$ cat config.mk
export PLATFORM = sky130hd
export DESIGN_NAME = frd_read_data
export DESIGN_NICKNAME = d
export VERILOG_FILES = /design/src/frd_pkg.sv /design/src/frd_id_if.sv /design/src/frd_delay.sv /design/src/frd_id_cmp.sv /design/src/frd_read_data.sv
export VERILOG_INCLUDE_DIRS = /design/src
export SDC_FILE = /design/constraint.sdc
export NUM_CORES = 1
export LEC_CHECK = 0
export ABC_AREA = 1
export BUFFER_PORTS_ARGS = -buffer_cell sky130_fd_sc_hd__buf_2
export CORE_MARGIN = 2
export CORE_UTILIZATION = 48
export CTS_CLUSTER_SIZE = 28
export DETAILED_ROUTE_END_ITERATION = 8
export PLACE_DENSITY = 0.81
export SLEW_MARGIN = 5
export SYNTH_ARGS = -nofsm -noshare
export SYNTH_HDL_FRONTEND = slang
export SYNTH_HIERARCHICAL = 1
export SYNTH_SLANG_ARGS = --single-unit
$ cat constraint.sdc
create_clock -name i_ref_clk -period 4.2 [get_ports i_ref_clk]
set_input_delay 1.05 -clock i_ref_clk [delete_from_list [all_inputs] [get_ports i_ref_clk]]
set_output_delay 1.05 -clock i_ref_clk [all_outputs]
set_load 0.01 [all_outputs]
$ cat src/frd_defines.svh
// constants for the sector read command sequencer
`ifndef FRD_DEFINES_SVH
`define FRD_DEFINES_SVH
// =============================================
// command byte fields
`define FRD_OPC_LOW5       5'h06
`define FRD_OPC_SKIP_BIT   5
`define FRD_OPC_DENS_BIT   6
`define FRD_OPC_MULTI_BIT  7
`define FRD_DH_SIDE_BIT    2
`define FRD_DH_SEEK_BIT    7
`define FRD_CMD_BYTES      4'h9
// =============================================
// status bit positions
`define FRD_S1_NO_ADDR_MARK 0
`define FRD_S1_NO_DATA      2
`define FRD_S1_OVERRUN      4
`define FRD_S1_CRC          5
`define FRD_S1_END_TRACK    7
`define FRD_S2_BAD_TRACK    1
`define FRD_S2_WRONG_TRACK  4
`define FRD_S2_DATA_CRC     5
`define FRD_S2_DELETED      6
`define FRD_BAD_TRACK_VAL   8'hFF
`define FRD_IC_NORMAL       2'h0
`define FRD_IC_ABNORMAL     2'h1
// =============================================
// timing
`define FRD_CLK_NS          25
`define FRD_UNIT_US_CYC     (1000 / `FRD_CLK_NS)
`define FRD_INDEX_LIMIT     2'h2
`endif

$ cat src/frd_pkg.sv
// types for the sector read command sequencer
package frd_pkg;
  typedef enum logic [3:0] {
    FRD_IDLE,
    FRD_COLLECT,
    FRD_PREDELAY,
    FRD_SEEK,
    FRD_SETTLE,
    FRD_SEARCH,
    FRD_DATA_WAIT,
    FRD_TRANSFER,
    FRD_RESULT
  } frd_state_t;
  typedef struct packed {
    logic [7:0] track;
    logic [7:0] head;
    logic [7:0] sector;
    logic [7:0] size;
  } frd_id_t;
endpackage : frd_pkg

$ cat src/frd_id_if.sv
// interface carrying an address field to the id comparator
`timescale 1ns/1ps
interface frd_id_if;
  import frd_pkg::*;
  frd_id_t want;
  frd_id_t found;
  logic    match;
  logic    trk_diff;
  logic    trk_bad;
  logic    other_diff;
  modport cmp (input want, input found, output match, output trk_diff, output trk_bad, output other_diff);
  modport seq (output want, output found, input match, input trk_diff, input trk_bad, input other_diff);
endinterface : frd_id_if

$ cat src/frd_delay.sv
// one-shot delay counter in microseconds
`timescale 1ns/1ps
`include "frd_defines.svh"
module frd_delay #(
  parameter int W = 16
) (
  input  wire logic         i_ref_clk,
  input  wire logic         i_rst_b,
  input  wire logic         i_start,
  input  wire logic [W-1:0] i_us,
  output logic              o_done
);
  logic [W+5:0] cnt_r;
  logic         run_r;
  // six spare bits hold the largest microsecond count times the cycles per microsecond
  wire  [W+5:0] load_val = (W+6)'(i_us) * (W+6)'(`FRD_UNIT_US_CYC);
  assign o_done = run_r && (cnt_r == '0);
  always_ff @(posedge i_ref_clk or negedge i_rst_b)
  begin
    if (!i_rst_b)
    begin
      cnt_r <= '0;
      run_r <= 1'b0;
    end
    else if (i_start)
    begin
      cnt_r <= load_val;
      run_r <= 1'b1;
    end
    else if (o_done)
      run_r <= 1'b0;
    else if (run_r)
      cnt_r <= cnt_r - 1'b1;
  end
endmodule : frd_delay

$ cat src/frd_id_cmp.sv
// address field comparator
`timescale 1ns/1ps
`include "frd_defines.svh"
module frd_id_cmp (
  frd_id_if.cmp id
);
  import frd_pkg::*;
  assign id.trk_diff   = id.found.track != id.want.track;
  assign id.trk_bad    = id.found.track == `FRD_BAD_TRACK_VAL;
  assign id.other_diff = (id.found.head != id.want.head) || (id.found.sector != id.want.sector)
                         || (id.found.size != id.want.size);
  assign id.match      = !id.trk_diff && !id.other_diff;
endmodule : frd_id_cmp

$ cat src/frd_read_data.sv
// sector read command sequencer
// =============================================
// Summary of operation
// - host writes nine command bytes in order
// - wait drive pre-processing delay before search
// - opcode bit5 skips deleted-mark sectors
// - opcode bit6 picks single or double density
// - opcode bit7 continues onto side one
// - low two bits select logical drive
// - bit2 drives side select output
// - bit7 requests implied seek, soft reset clears
// - implied seek then head settle wait
// - compare each address field until match
// - last sector number bounds multi-sector read
// - eighth byte gives inter-sector gap
// - data goes by dma or programmed transfer
// - host fifo write aborts search
// - two index pulses without id end search
// - track mismatch sets wrong or bad track
// - head sector size mismatch sets missing data
// - no address mark sets missing mark bit
// - deleted mark skipped or read then stop
// - stop on count, end, overrun, crc
// - interrupt marks start of result phase
`timescale 1ns/1ps
`include "frd_defines.svh"
module frd_read_data #(
  parameter int DLY_W = 16
) (
  input  wire logic             i_ref_clk,
  input  wire logic             i_rst_b,
  input  wire logic             i_soft_rst,
  input  wire logic             i_cmd_wr,
  input  wire logic [7:0]       i_cmd_byte,
  input  wire logic [DLY_W-1:0] i_predelay_us,
  input  wire logic [DLY_W-1:0] i_settle_us,
  input  wire logic             i_dma_mode,
  input  wire logic [7:0]       i_cur_track,
  output logic                  o_seek_req,
  input  wire logic             i_seek_done,
  input  wire logic             i_index,
  input  wire logic             i_id_valid,
  input  wire frd_pkg::frd_id_t i_id_found,
  input  wire logic             i_no_addr_mark,
  input  wire logic             i_data_found,
  input  wire logic             i_data_deleted,
  input  wire logic             i_rd_valid,
  input  wire logic [7:0]       i_rd_byte,
  input  wire logic             i_sector_end,
  input  wire logic             i_data_crc_err,
  input  wire logic             i_xfer_ack,
  input  wire logic             i_transfer_end_count,
  output logic                  o_dma_req,
  output logic                  o_pio_req,
  output logic [7:0]            o_xfer_byte,
  output logic [1:0]            o_drive_sel,
  output logic                  o_side_select_output,
  output logic                  o_double_density_encoding,
  output logic [7:0]            o_gap_len,
  output logic                  o_sep_run,
  output logic                  o_busy,
  output logic                  o_irq,
  output logic [7:0]            o_result_status_zero,
  output logic [7:0]            o_result_status_one,
  output logic [7:0]            o_result_status_two,
  output frd_pkg::frd_id_t      o_result_id
);
  import frd_pkg::*;
  // =============================================
  // command capture
  frd_state_t state_r;
  frd_state_t state_nxt;
  logic [3:0] cnt_r;
  logic [7:0] opc_r;
  logic [7:0] dh_r;
  frd_id_t    want_r;
  logic [7:0] eot_r;
  logic [7:0] gap_r;
  logic [1:0] idx_r;
  logic       pend_r;
  logic [7:0] s0_r;
  logic [7:0] s1_r;
  logic [7:0] s2_r;
  logic       stop_after_r;
  logic       seek_r;
  logic       irq_r;
  logic [7:0] byte_r;
  logic       dreq_r;
  logic       preq_r;
  wire multi_side_continue     = opc_r[`FRD_OPC_MULTI_BIT];
  wire deleted_sector_skip     = opc_r[`FRD_OPC_SKIP_BIT];
  wire implied_seek_enable     = dh_r[`FRD_DH_SEEK_BIT];
  wire side_select_bit         = dh_r[`FRD_DH_SIDE_BIT];
  wire last_byte               = i_cmd_wr && (cnt_r == `FRD_CMD_BYTES - 4'h1);
  wire opc_ok                  = i_cmd_byte[4:0] == `FRD_OPC_LOW5;
  wire at_last_sector          = want_r.sector == eot_r;
  wire can_flip                = multi_side_continue && !side_select_bit;
  wire need_seek               = implied_seek_enable && (i_cur_track != want_r.track);
  wire pre_done;
  wire settle_done;
  // =============================================
  // sub-blocks
  frd_id_if idb ();
  assign idb.want  = want_r;
  assign idb.found = i_id_found;
  frd_id_cmp u_cmp (
    .id (idb.cmp)
  );
  frd_delay #(.W(DLY_W)) u_pre (
    .i_ref_clk (i_ref_clk),
    .i_rst_b   (i_rst_b),
    .i_start   (last_byte && (state_r == FRD_COLLECT)),
    .i_us      (i_predelay_us),
    .o_done    (pre_done)
  );
  frd_delay #(.W(DLY_W)) u_settle (
    .i_ref_clk (i_ref_clk),
    .i_rst_b   (i_rst_b),
    .i_start   ((state_r == FRD_SEEK) && i_seek_done),
    .i_us      (i_settle_us),
    .o_done    (settle_done)
  );
  // =============================================
  // sequencing
  wire idx_limit   = i_index && (idx_r == `FRD_INDEX_LIMIT - 2'h1);
  wire host_abort  = i_cmd_wr && (state_r == FRD_SEARCH);
  wire id_hit      = i_id_valid && idb.match;
  wire sect_done   = (state_r == FRD_TRANSFER) && i_sector_end && !pend_r;
  wire end_of_run  = sect_done && (at_last_sector && !can_flip);
  wire any_stop    = sect_done && (i_transfer_end_count || i_data_crc_err || stop_after_r || end_of_run);
  wire overrun     = (state_r == FRD_TRANSFER) && i_rd_valid && pend_r;
  always_comb
  begin
    state_nxt = state_r;
    case (state_r)
      FRD_IDLE:      if (i_cmd_wr && opc_ok) state_nxt = FRD_COLLECT;
      FRD_COLLECT:   if (last_byte) state_nxt = FRD_PREDELAY;
      FRD_PREDELAY:  if (pre_done) state_nxt = need_seek ? FRD_SEEK : FRD_SEARCH;
      FRD_SEEK:      if (i_seek_done) state_nxt = FRD_SETTLE;
      FRD_SETTLE:    if (settle_done) state_nxt = FRD_SEARCH;
      FRD_SEARCH:
      begin
        if (host_abort || idx_limit || i_no_addr_mark) state_nxt = FRD_RESULT;
        else if (id_hit) state_nxt = FRD_DATA_WAIT;
      end
      FRD_DATA_WAIT:
      begin
        if (i_no_addr_mark) state_nxt = FRD_RESULT;
        else if (i_data_found && i_data_deleted && deleted_sector_skip) state_nxt = FRD_SEARCH;
        else if (i_data_found) state_nxt = FRD_TRANSFER;
      end
      FRD_TRANSFER:
      begin
        if (overrun || any_stop) state_nxt = FRD_RESULT;
        else if (sect_done) state_nxt = FRD_SEARCH;
      end
      FRD_RESULT:    if (i_cmd_wr) state_nxt = FRD_IDLE;
      default:       state_nxt = FRD_IDLE;
    endcase
  end
  always_ff @(posedge i_ref_clk or negedge i_rst_b)
  begin
    if (!i_rst_b)
      state_r <= FRD_IDLE;
    else if (i_soft_rst)
      state_r <= FRD_IDLE;
    else
      state_r <= state_nxt;
  end
  // =============================================
  // command bytes; the ninth is ignored on purpose
  always_ff @(posedge i_ref_clk or negedge i_rst_b)
  begin
    if (!i_rst_b)
    begin
      cnt_r  <= 4'h0;
      opc_r  <= 8'h00;
      dh_r   <= 8'h00;
      want_r <= '0;
      eot_r  <= 8'h00;
      gap_r  <= 8'h00;
    end
    else if (i_soft_rst)
    begin
      cnt_r <= 4'h0;
      dh_r  <= 8'h00;
    end
    else if (i_cmd_wr && (state_r == FRD_IDLE) && opc_ok)
    begin
      opc_r <= i_cmd_byte;
      cnt_r <= 4'h1;
    end
    else if (i_cmd_wr && (state_r == FRD_COLLECT))
    begin
      cnt_r <= last_byte ? 4'h0 : cnt_r + 4'h1;
      case (cnt_r)
        4'h1: dh_r <= i_cmd_byte;
        4'h2: want_r.track <= i_cmd_byte;
        4'h3: want_r.head <= i_cmd_byte;
        4'h4: want_r.sector <= i_cmd_byte;
        4'h5: want_r.size <= i_cmd_byte;
        4'h6: eot_r <= i_cmd_byte;
        4'h7: gap_r <= i_cmd_byte;
        default: ;
      endcase
    end
    else if (sect_done && !any_stop)
    begin
      if (at_last_sector && can_flip)
      begin
        dh_r[`FRD_DH_SIDE_BIT] <= 1'b1;
        want_r.head            <= 8'h01;
        want_r.sector          <= 8'h01;
      end
      else
        want_r.sector <= want_r.sector + 8'h01;
    end
  end
  // =============================================
  // index count, status and result
  always_ff @(posedge i_ref_clk or negedge i_rst_b)
  begin
    if (!i_rst_b)
      idx_r <= 2'h0;
    else if (state_r != FRD_SEARCH)
      idx_r <= 2'h0;
    else if (i_index)
      idx_r <= idx_r + 2'h1;
  end
  always_ff @(posedge i_ref_clk or negedge i_rst_b)
  begin
    if (!i_rst_b)
    begin
      s0_r         <= 8'h00;
      s1_r         <= 8'h00;
      s2_r         <= 8'h00;
      stop_after_r <= 1'b0;
      irq_r        <= 1'b0;
    end
    // soft reset must not leave a stale interrupt standing in idle
    else if (i_soft_rst)
      irq_r <= 1'b0;
    else if (state_r == FRD_PREDELAY)
    begin
      s0_r         <= 8'h00;
      s1_r         <= 8'h00;
      s2_r         <= 8'h00;
      stop_after_r <= 1'b0;
      irq_r        <= 1'b0;
    end
    else
    begin
      if (i_id_valid && (state_r == FRD_SEARCH) && !idb.match)
      begin
        if (idb.trk_diff && idb.trk_bad)
          s2_r[`FRD_S2_BAD_TRACK] <= 1'b1;
        else if (idb.trk_diff)
          s2_r[`FRD_S2_WRONG_TRACK] <= 1'b1;
        if (idb.other_diff)
          s1_r[`FRD_S1_NO_DATA] <= 1'b1;
      end
      if (i_no_addr_mark && ((state_r == FRD_SEARCH) || (state_r == FRD_DATA_WAIT)))
        s1_r[`FRD_S1_NO_ADDR_MARK] <= 1'b1;
      if ((state_r == FRD_DATA_WAIT) && i_data_found && i_data_deleted)
      begin
        s2_r[`FRD_S2_DELETED] <= 1'b1;
        stop_after_r          <= !deleted_sector_skip;
      end
      if (overrun)
        s1_r[`FRD_S1_OVERRUN] <= 1'b1;
      if (sect_done && i_data_crc_err)
      begin
        s1_r[`FRD_S1_CRC]     <= 1'b1;
        s2_r[`FRD_S2_DATA_CRC] <= 1'b1;
      end
      if (end_of_run && !i_transfer_end_count)
        s1_r[`FRD_S1_END_TRACK] <= 1'b1;
      if (state_nxt == FRD_RESULT && state_r != FRD_RESULT)
      begin
        irq_r <= 1'b1;
        s0_r  <= {(sect_done && i_transfer_end_count && !i_data_crc_err) ? `FRD_IC_NORMAL : `FRD_IC_ABNORMAL,
                  3'h0, side_select_bit, dh_r[1:0]};
      end
      else if (state_r == FRD_RESULT && i_cmd_wr)
        irq_r <= 1'b0;
    end
  end
  // =============================================
  // byte hand-off to the host; one byte of holding, later bytes overrun
  always_ff @(posedge i_ref_clk or negedge i_rst_b)
  begin
    if (!i_rst_b)
    begin
      pend_r <= 1'b0;
      byte_r <= 8'h00;
      dreq_r <= 1'b0;
      preq_r <= 1'b0;
      seek_r <= 1'b0;
    end
    else
    begin
      seek_r <= !i_soft_rst && (state_nxt == FRD_SEEK);
      if (i_soft_rst || (state_r != FRD_TRANSFER))
      begin
        pend_r <= 1'b0;
        dreq_r <= 1'b0;
        preq_r <= 1'b0;
      end
      else if (i_rd_valid && !pend_r)
      begin
        pend_r <= 1'b1;
        byte_r <= i_rd_byte;
        dreq_r <= i_dma_mode;
        preq_r <= !i_dma_mode;
      end
      else if (i_xfer_ack)
      begin
        pend_r <= 1'b0;
        dreq_r <= 1'b0;
        preq_r <= 1'b0;
      end
    end
  end
  // =============================================
  // outputs
  always_ff @(posedge i_ref_clk or negedge i_rst_b)
  begin
    if (!i_rst_b)
    begin
      o_drive_sel               <= 2'h0;
      o_side_select_output      <= 1'b0;
      o_double_density_encoding <= 1'b0;
      o_gap_len                 <= 8'h00;
      o_sep_run                 <= 1'b0;
      o_busy                    <= 1'b0;
    end
    else
    begin
      o_drive_sel               <= dh_r[1:0];
      o_side_select_output      <= side_select_bit;
      o_double_density_encoding <= opc_r[`FRD_OPC_DENS_BIT];
      o_gap_len                 <= gap_r;
      o_sep_run                 <= (state_r == FRD_SEARCH) || (state_r == FRD_DATA_WAIT)
                                   || (state_r == FRD_TRANSFER);
      o_busy                    <= state_r != FRD_IDLE;
    end
  end
  assign o_seek_req           = seek_r;
  assign o_dma_req            = dreq_r;
  assign o_pio_req            = preq_r;
  assign o_xfer_byte          = byte_r;
  assign o_irq                = irq_r;
  assign o_result_status_zero = s0_r;
  assign o_result_status_one  = s1_r;
  assign o_result_status_two  = s2_r;
  assign o_result_id          = want_r;
endmodule : frd_read_data

==> metrics.yaml <==
grt_remaining_overflow: 0
drcViolationCount: 0
cap_violations: 0
start_util_pct: 48.7
wire_per_inst_um: 14.0
dpl.hpwl_um: 21800
core_area_sq_mm: 0.0225
timing.critical_path.mode_cell: "nand2_1"
n_antenna_cell: 0
io_pins: 186
drt_iter0_markers: 864
layout_setup_ws_ns: 1.57
layout_common_cells: "nand2_1, nor2_1, inv_1, buf_2, dfrtp_1"
n_fill_cell: 2085
wl_met1_um: 12500
cts_htree_levels: 4
cts_tree: "yes"
max_freq_mhz: 381
synthArstFlopShare_pct: 100
yosysUniqueCellTypes: 53
ys.flop_type: "dfrtp_1"
cp_max_fo: 4
clk_pin_slew_ns: 0.06
cp-end-kind: "register"
ys_ff_latch: 151
crit_chain: "buf_2, ha_1, ha_1, fa_1, nand2_1, nand2_1, and2_1, nand2_1, nand2_1, nand2_1, nand3_1, nand3_1, o21ai_1"
postCtsSetupBuffers: 0
worstReg2RegStart: "cnt_r[0]"
cts.sinks: 151
gp_congestion: 0.935
min_to: "o_gap_len[5]"
required_ns: 4.50
cp_slowest_stage_delay_ns: 0.41
slowest_stage: "fa_1"
setup_viol: 0
crit_start: "i_settle_us[1]"
tns_ns: 0
grt_pass1_vias: 10119
grt_first_pass_wirelength_um: 47000
finClkSkew_ns: 0.0123
hold_class: "reg -> reg"
mostFrequentLayoutCell: "nand2_1"
ctsResizeCount: 0
clk_latency_ns: 0.42
grt_max_degree: 80
fin_nets: 1888
routed-wl-met2_um: 13500
worst_pin_slew_ns: 0.683
syn2layout_area_growth_pct: 15.2
cts_hold_buf: 0
die-area_sq_mm: 0.0241
r2r_slack_ns: 1.72
path_class: "in -> reg"
viasPerCell: 5.22
grt_antenna_before_repair: 1
path_buf_inv: 1
startpoint_type: "input pin"
synth_edf_count: 0
ant_nets: 0
wl_met3_um: 1640
grt_usage_pct: 23.8
syn_area_sq_mm: 0.0110
post-route-period-util_pct: 62.6
clockBufferDepth: 2
drt_wl_total_um: 28300
top_layer_used: "met4"
period_needed_ns: 2.63
drive_gt1_share_pct: 17.3
syn_inst: 1547
hold_depth: 0
rsz0062_at_grt: "false"
syn-mean-instance-area_sq_um: 7.09
portBuffers: 174
ff2ff_path_depth: 9
die_h_um: 155
cp.arrival_ns: 2.93
cts-root-buf: "clkbuf_16"
num_rows: 55
ir_worst_vdd_v: 0.000294
die_x_um: 155
p_leak_nw: 6.94
r2r-end: "u_pre/cnt_r[6]"
cp_top_family: "adder cells"
yosysSeqAreaShare_pct: 34.5
hp-start: "gap_r[5]"
first_pass_iters: 6
num_vias: 10519
hold_viol: 0
place_ws_ns: 1.14
synth_warnings: 6
max_slew_margin_pct: 54.5
finalMaxSlewViolations: 0
power_density_mw_per_mm2: 359
status: "finished clean"
cts_inserted_buffers: 17
## power breakdown
group / switching (mW) / total, mW / internal, mW
Sequential: 0.168 / 1.77 / 1.60
Combinational: 0.766 / 1.22 / 0.458
Clock: 0.602 / 1.54 / 0.934
## area by class of cell
type                       instances  area [sq um]  share of cell area, %
tap                              285           357                   2.82
multi-input combinational       1179          6260                   49.6
sequential                       151          3780                   29.9
clock inverter                    11           151                   1.20
clock buffer                      20           437                   3.46
inverter                         192           728                   5.77
timing repair buffer             177           912                   7.22
## worst max path at each step
| stage | depth (start not counted) | to | slack [ns] |
|---|---|---|---|
| detailed placement | 13 | u_settle/cnt_r[14] | 1.14 |
| global placement | 13 | u_settle/cnt_r[14] | 1.22 |
| finish | 13 | u_settle/cnt_r[14] | 1.57 |
| CTS | 13 | u_settle/cnt_r[14] | 1.58 |
| global route | 13 | u_pre/cnt_r[20] | 1.43 |
| floorplan | 12 | u_pre/cnt_r[18] | 1.49 |
## worst register-to-register path, cell delays in order, from the launching register on
cell	delay [ns]
dfrtp_1	0.39
inv_1	0.10
ha_1	0.22
nand4_1	0.21
nor2_1	0.13
inv_2	0.41
nand3_4	0.20
nand2_4	0.28
clkinv_2	0.23
o21ai_0	0.22
## cells in the mapped netlist (7+ instances only)
master	number	area, sq um
inv_2	8	30.0
nand3_2	12	120
nand2_1	464	1740
nand3b_1	10	75.1
dfrtp_1	151	3780
clkbuf_1	7	26.3
nor2_1	189	709
nand3_1	113	566
o21ai_1	21	105
nor3_1	14	70.1
nand2_2	10	62.6
nand4_1	23	144
o21ai_0	60	300
inv_1	179	672
xnor2_1	22	193
xor2_1	19	166
nor2_4	9	101
nor2_2	17	106
buf_2	9	45.0
buf_4	13	97.6
ha_1	64	801
a21oi_1	51	255
mux2_2	8	90.1
## registers in the layout, indices dropped and copies added, names as in the netlist, 2 cells and up
name                  flops
cnt_r                     4
o_drive_sel               2
o_result_status_two       3
o_result_id              32
opc_r                     3
o_gap_len                 8
u_settle/cnt_r           22
o_xfer_byte               8
o_result_status_one       5
eot_r                     8
gap_r                     8
idx_r                     2
o_result_status_zero      4
dh_r                      4
u_pre/cnt_r              22
state_r                   4
## cells by family (layout without fill, tap and decap cells)
kind of cell	count (synthesis)	after routing	share of synthesized area [%]
xor gates and xnor gates	41	41	3.28
buffers and inverters	227	400	8.73
other	1	11	0.0342
DFF	151	151	34.5
and+or+nand+nor	883	883	36.0
AOI/OAI and AO/OA	170	170	8.98
muxes	8	8	0.822
adders and majority gates	66	66	7.67
## metrics by stage
step / hold slack (ns) / utilization (%) / area [sq um] / power [mW] / cells
finish: 0.369 / 56.1 / 12600 / 4.53 / 2015
global route: 0.377 / 56.1 / 12600 / 4.83 / 2015
CTS: 0.373 / 56.1 / 12600 / 4.56 / 2015
detailed placement: 0.360 / 53.5 / 12000 / 3.00 / 1984
global placement: 0.361 / 53.5 / 12000 / 2.96 / 1984
floorplan: 0.354 / - / 11000 / 2.67 / 1557
## metal layers
layer / global-route usage [%] / up-vias
li1: - / 5287
met1: 31.3 / 4886
met2: 39.7 / 296
met3: 4.90 / 50
met4: 7.23 / 0
met5: 0 / -
(Power assumes the default switching activity.)
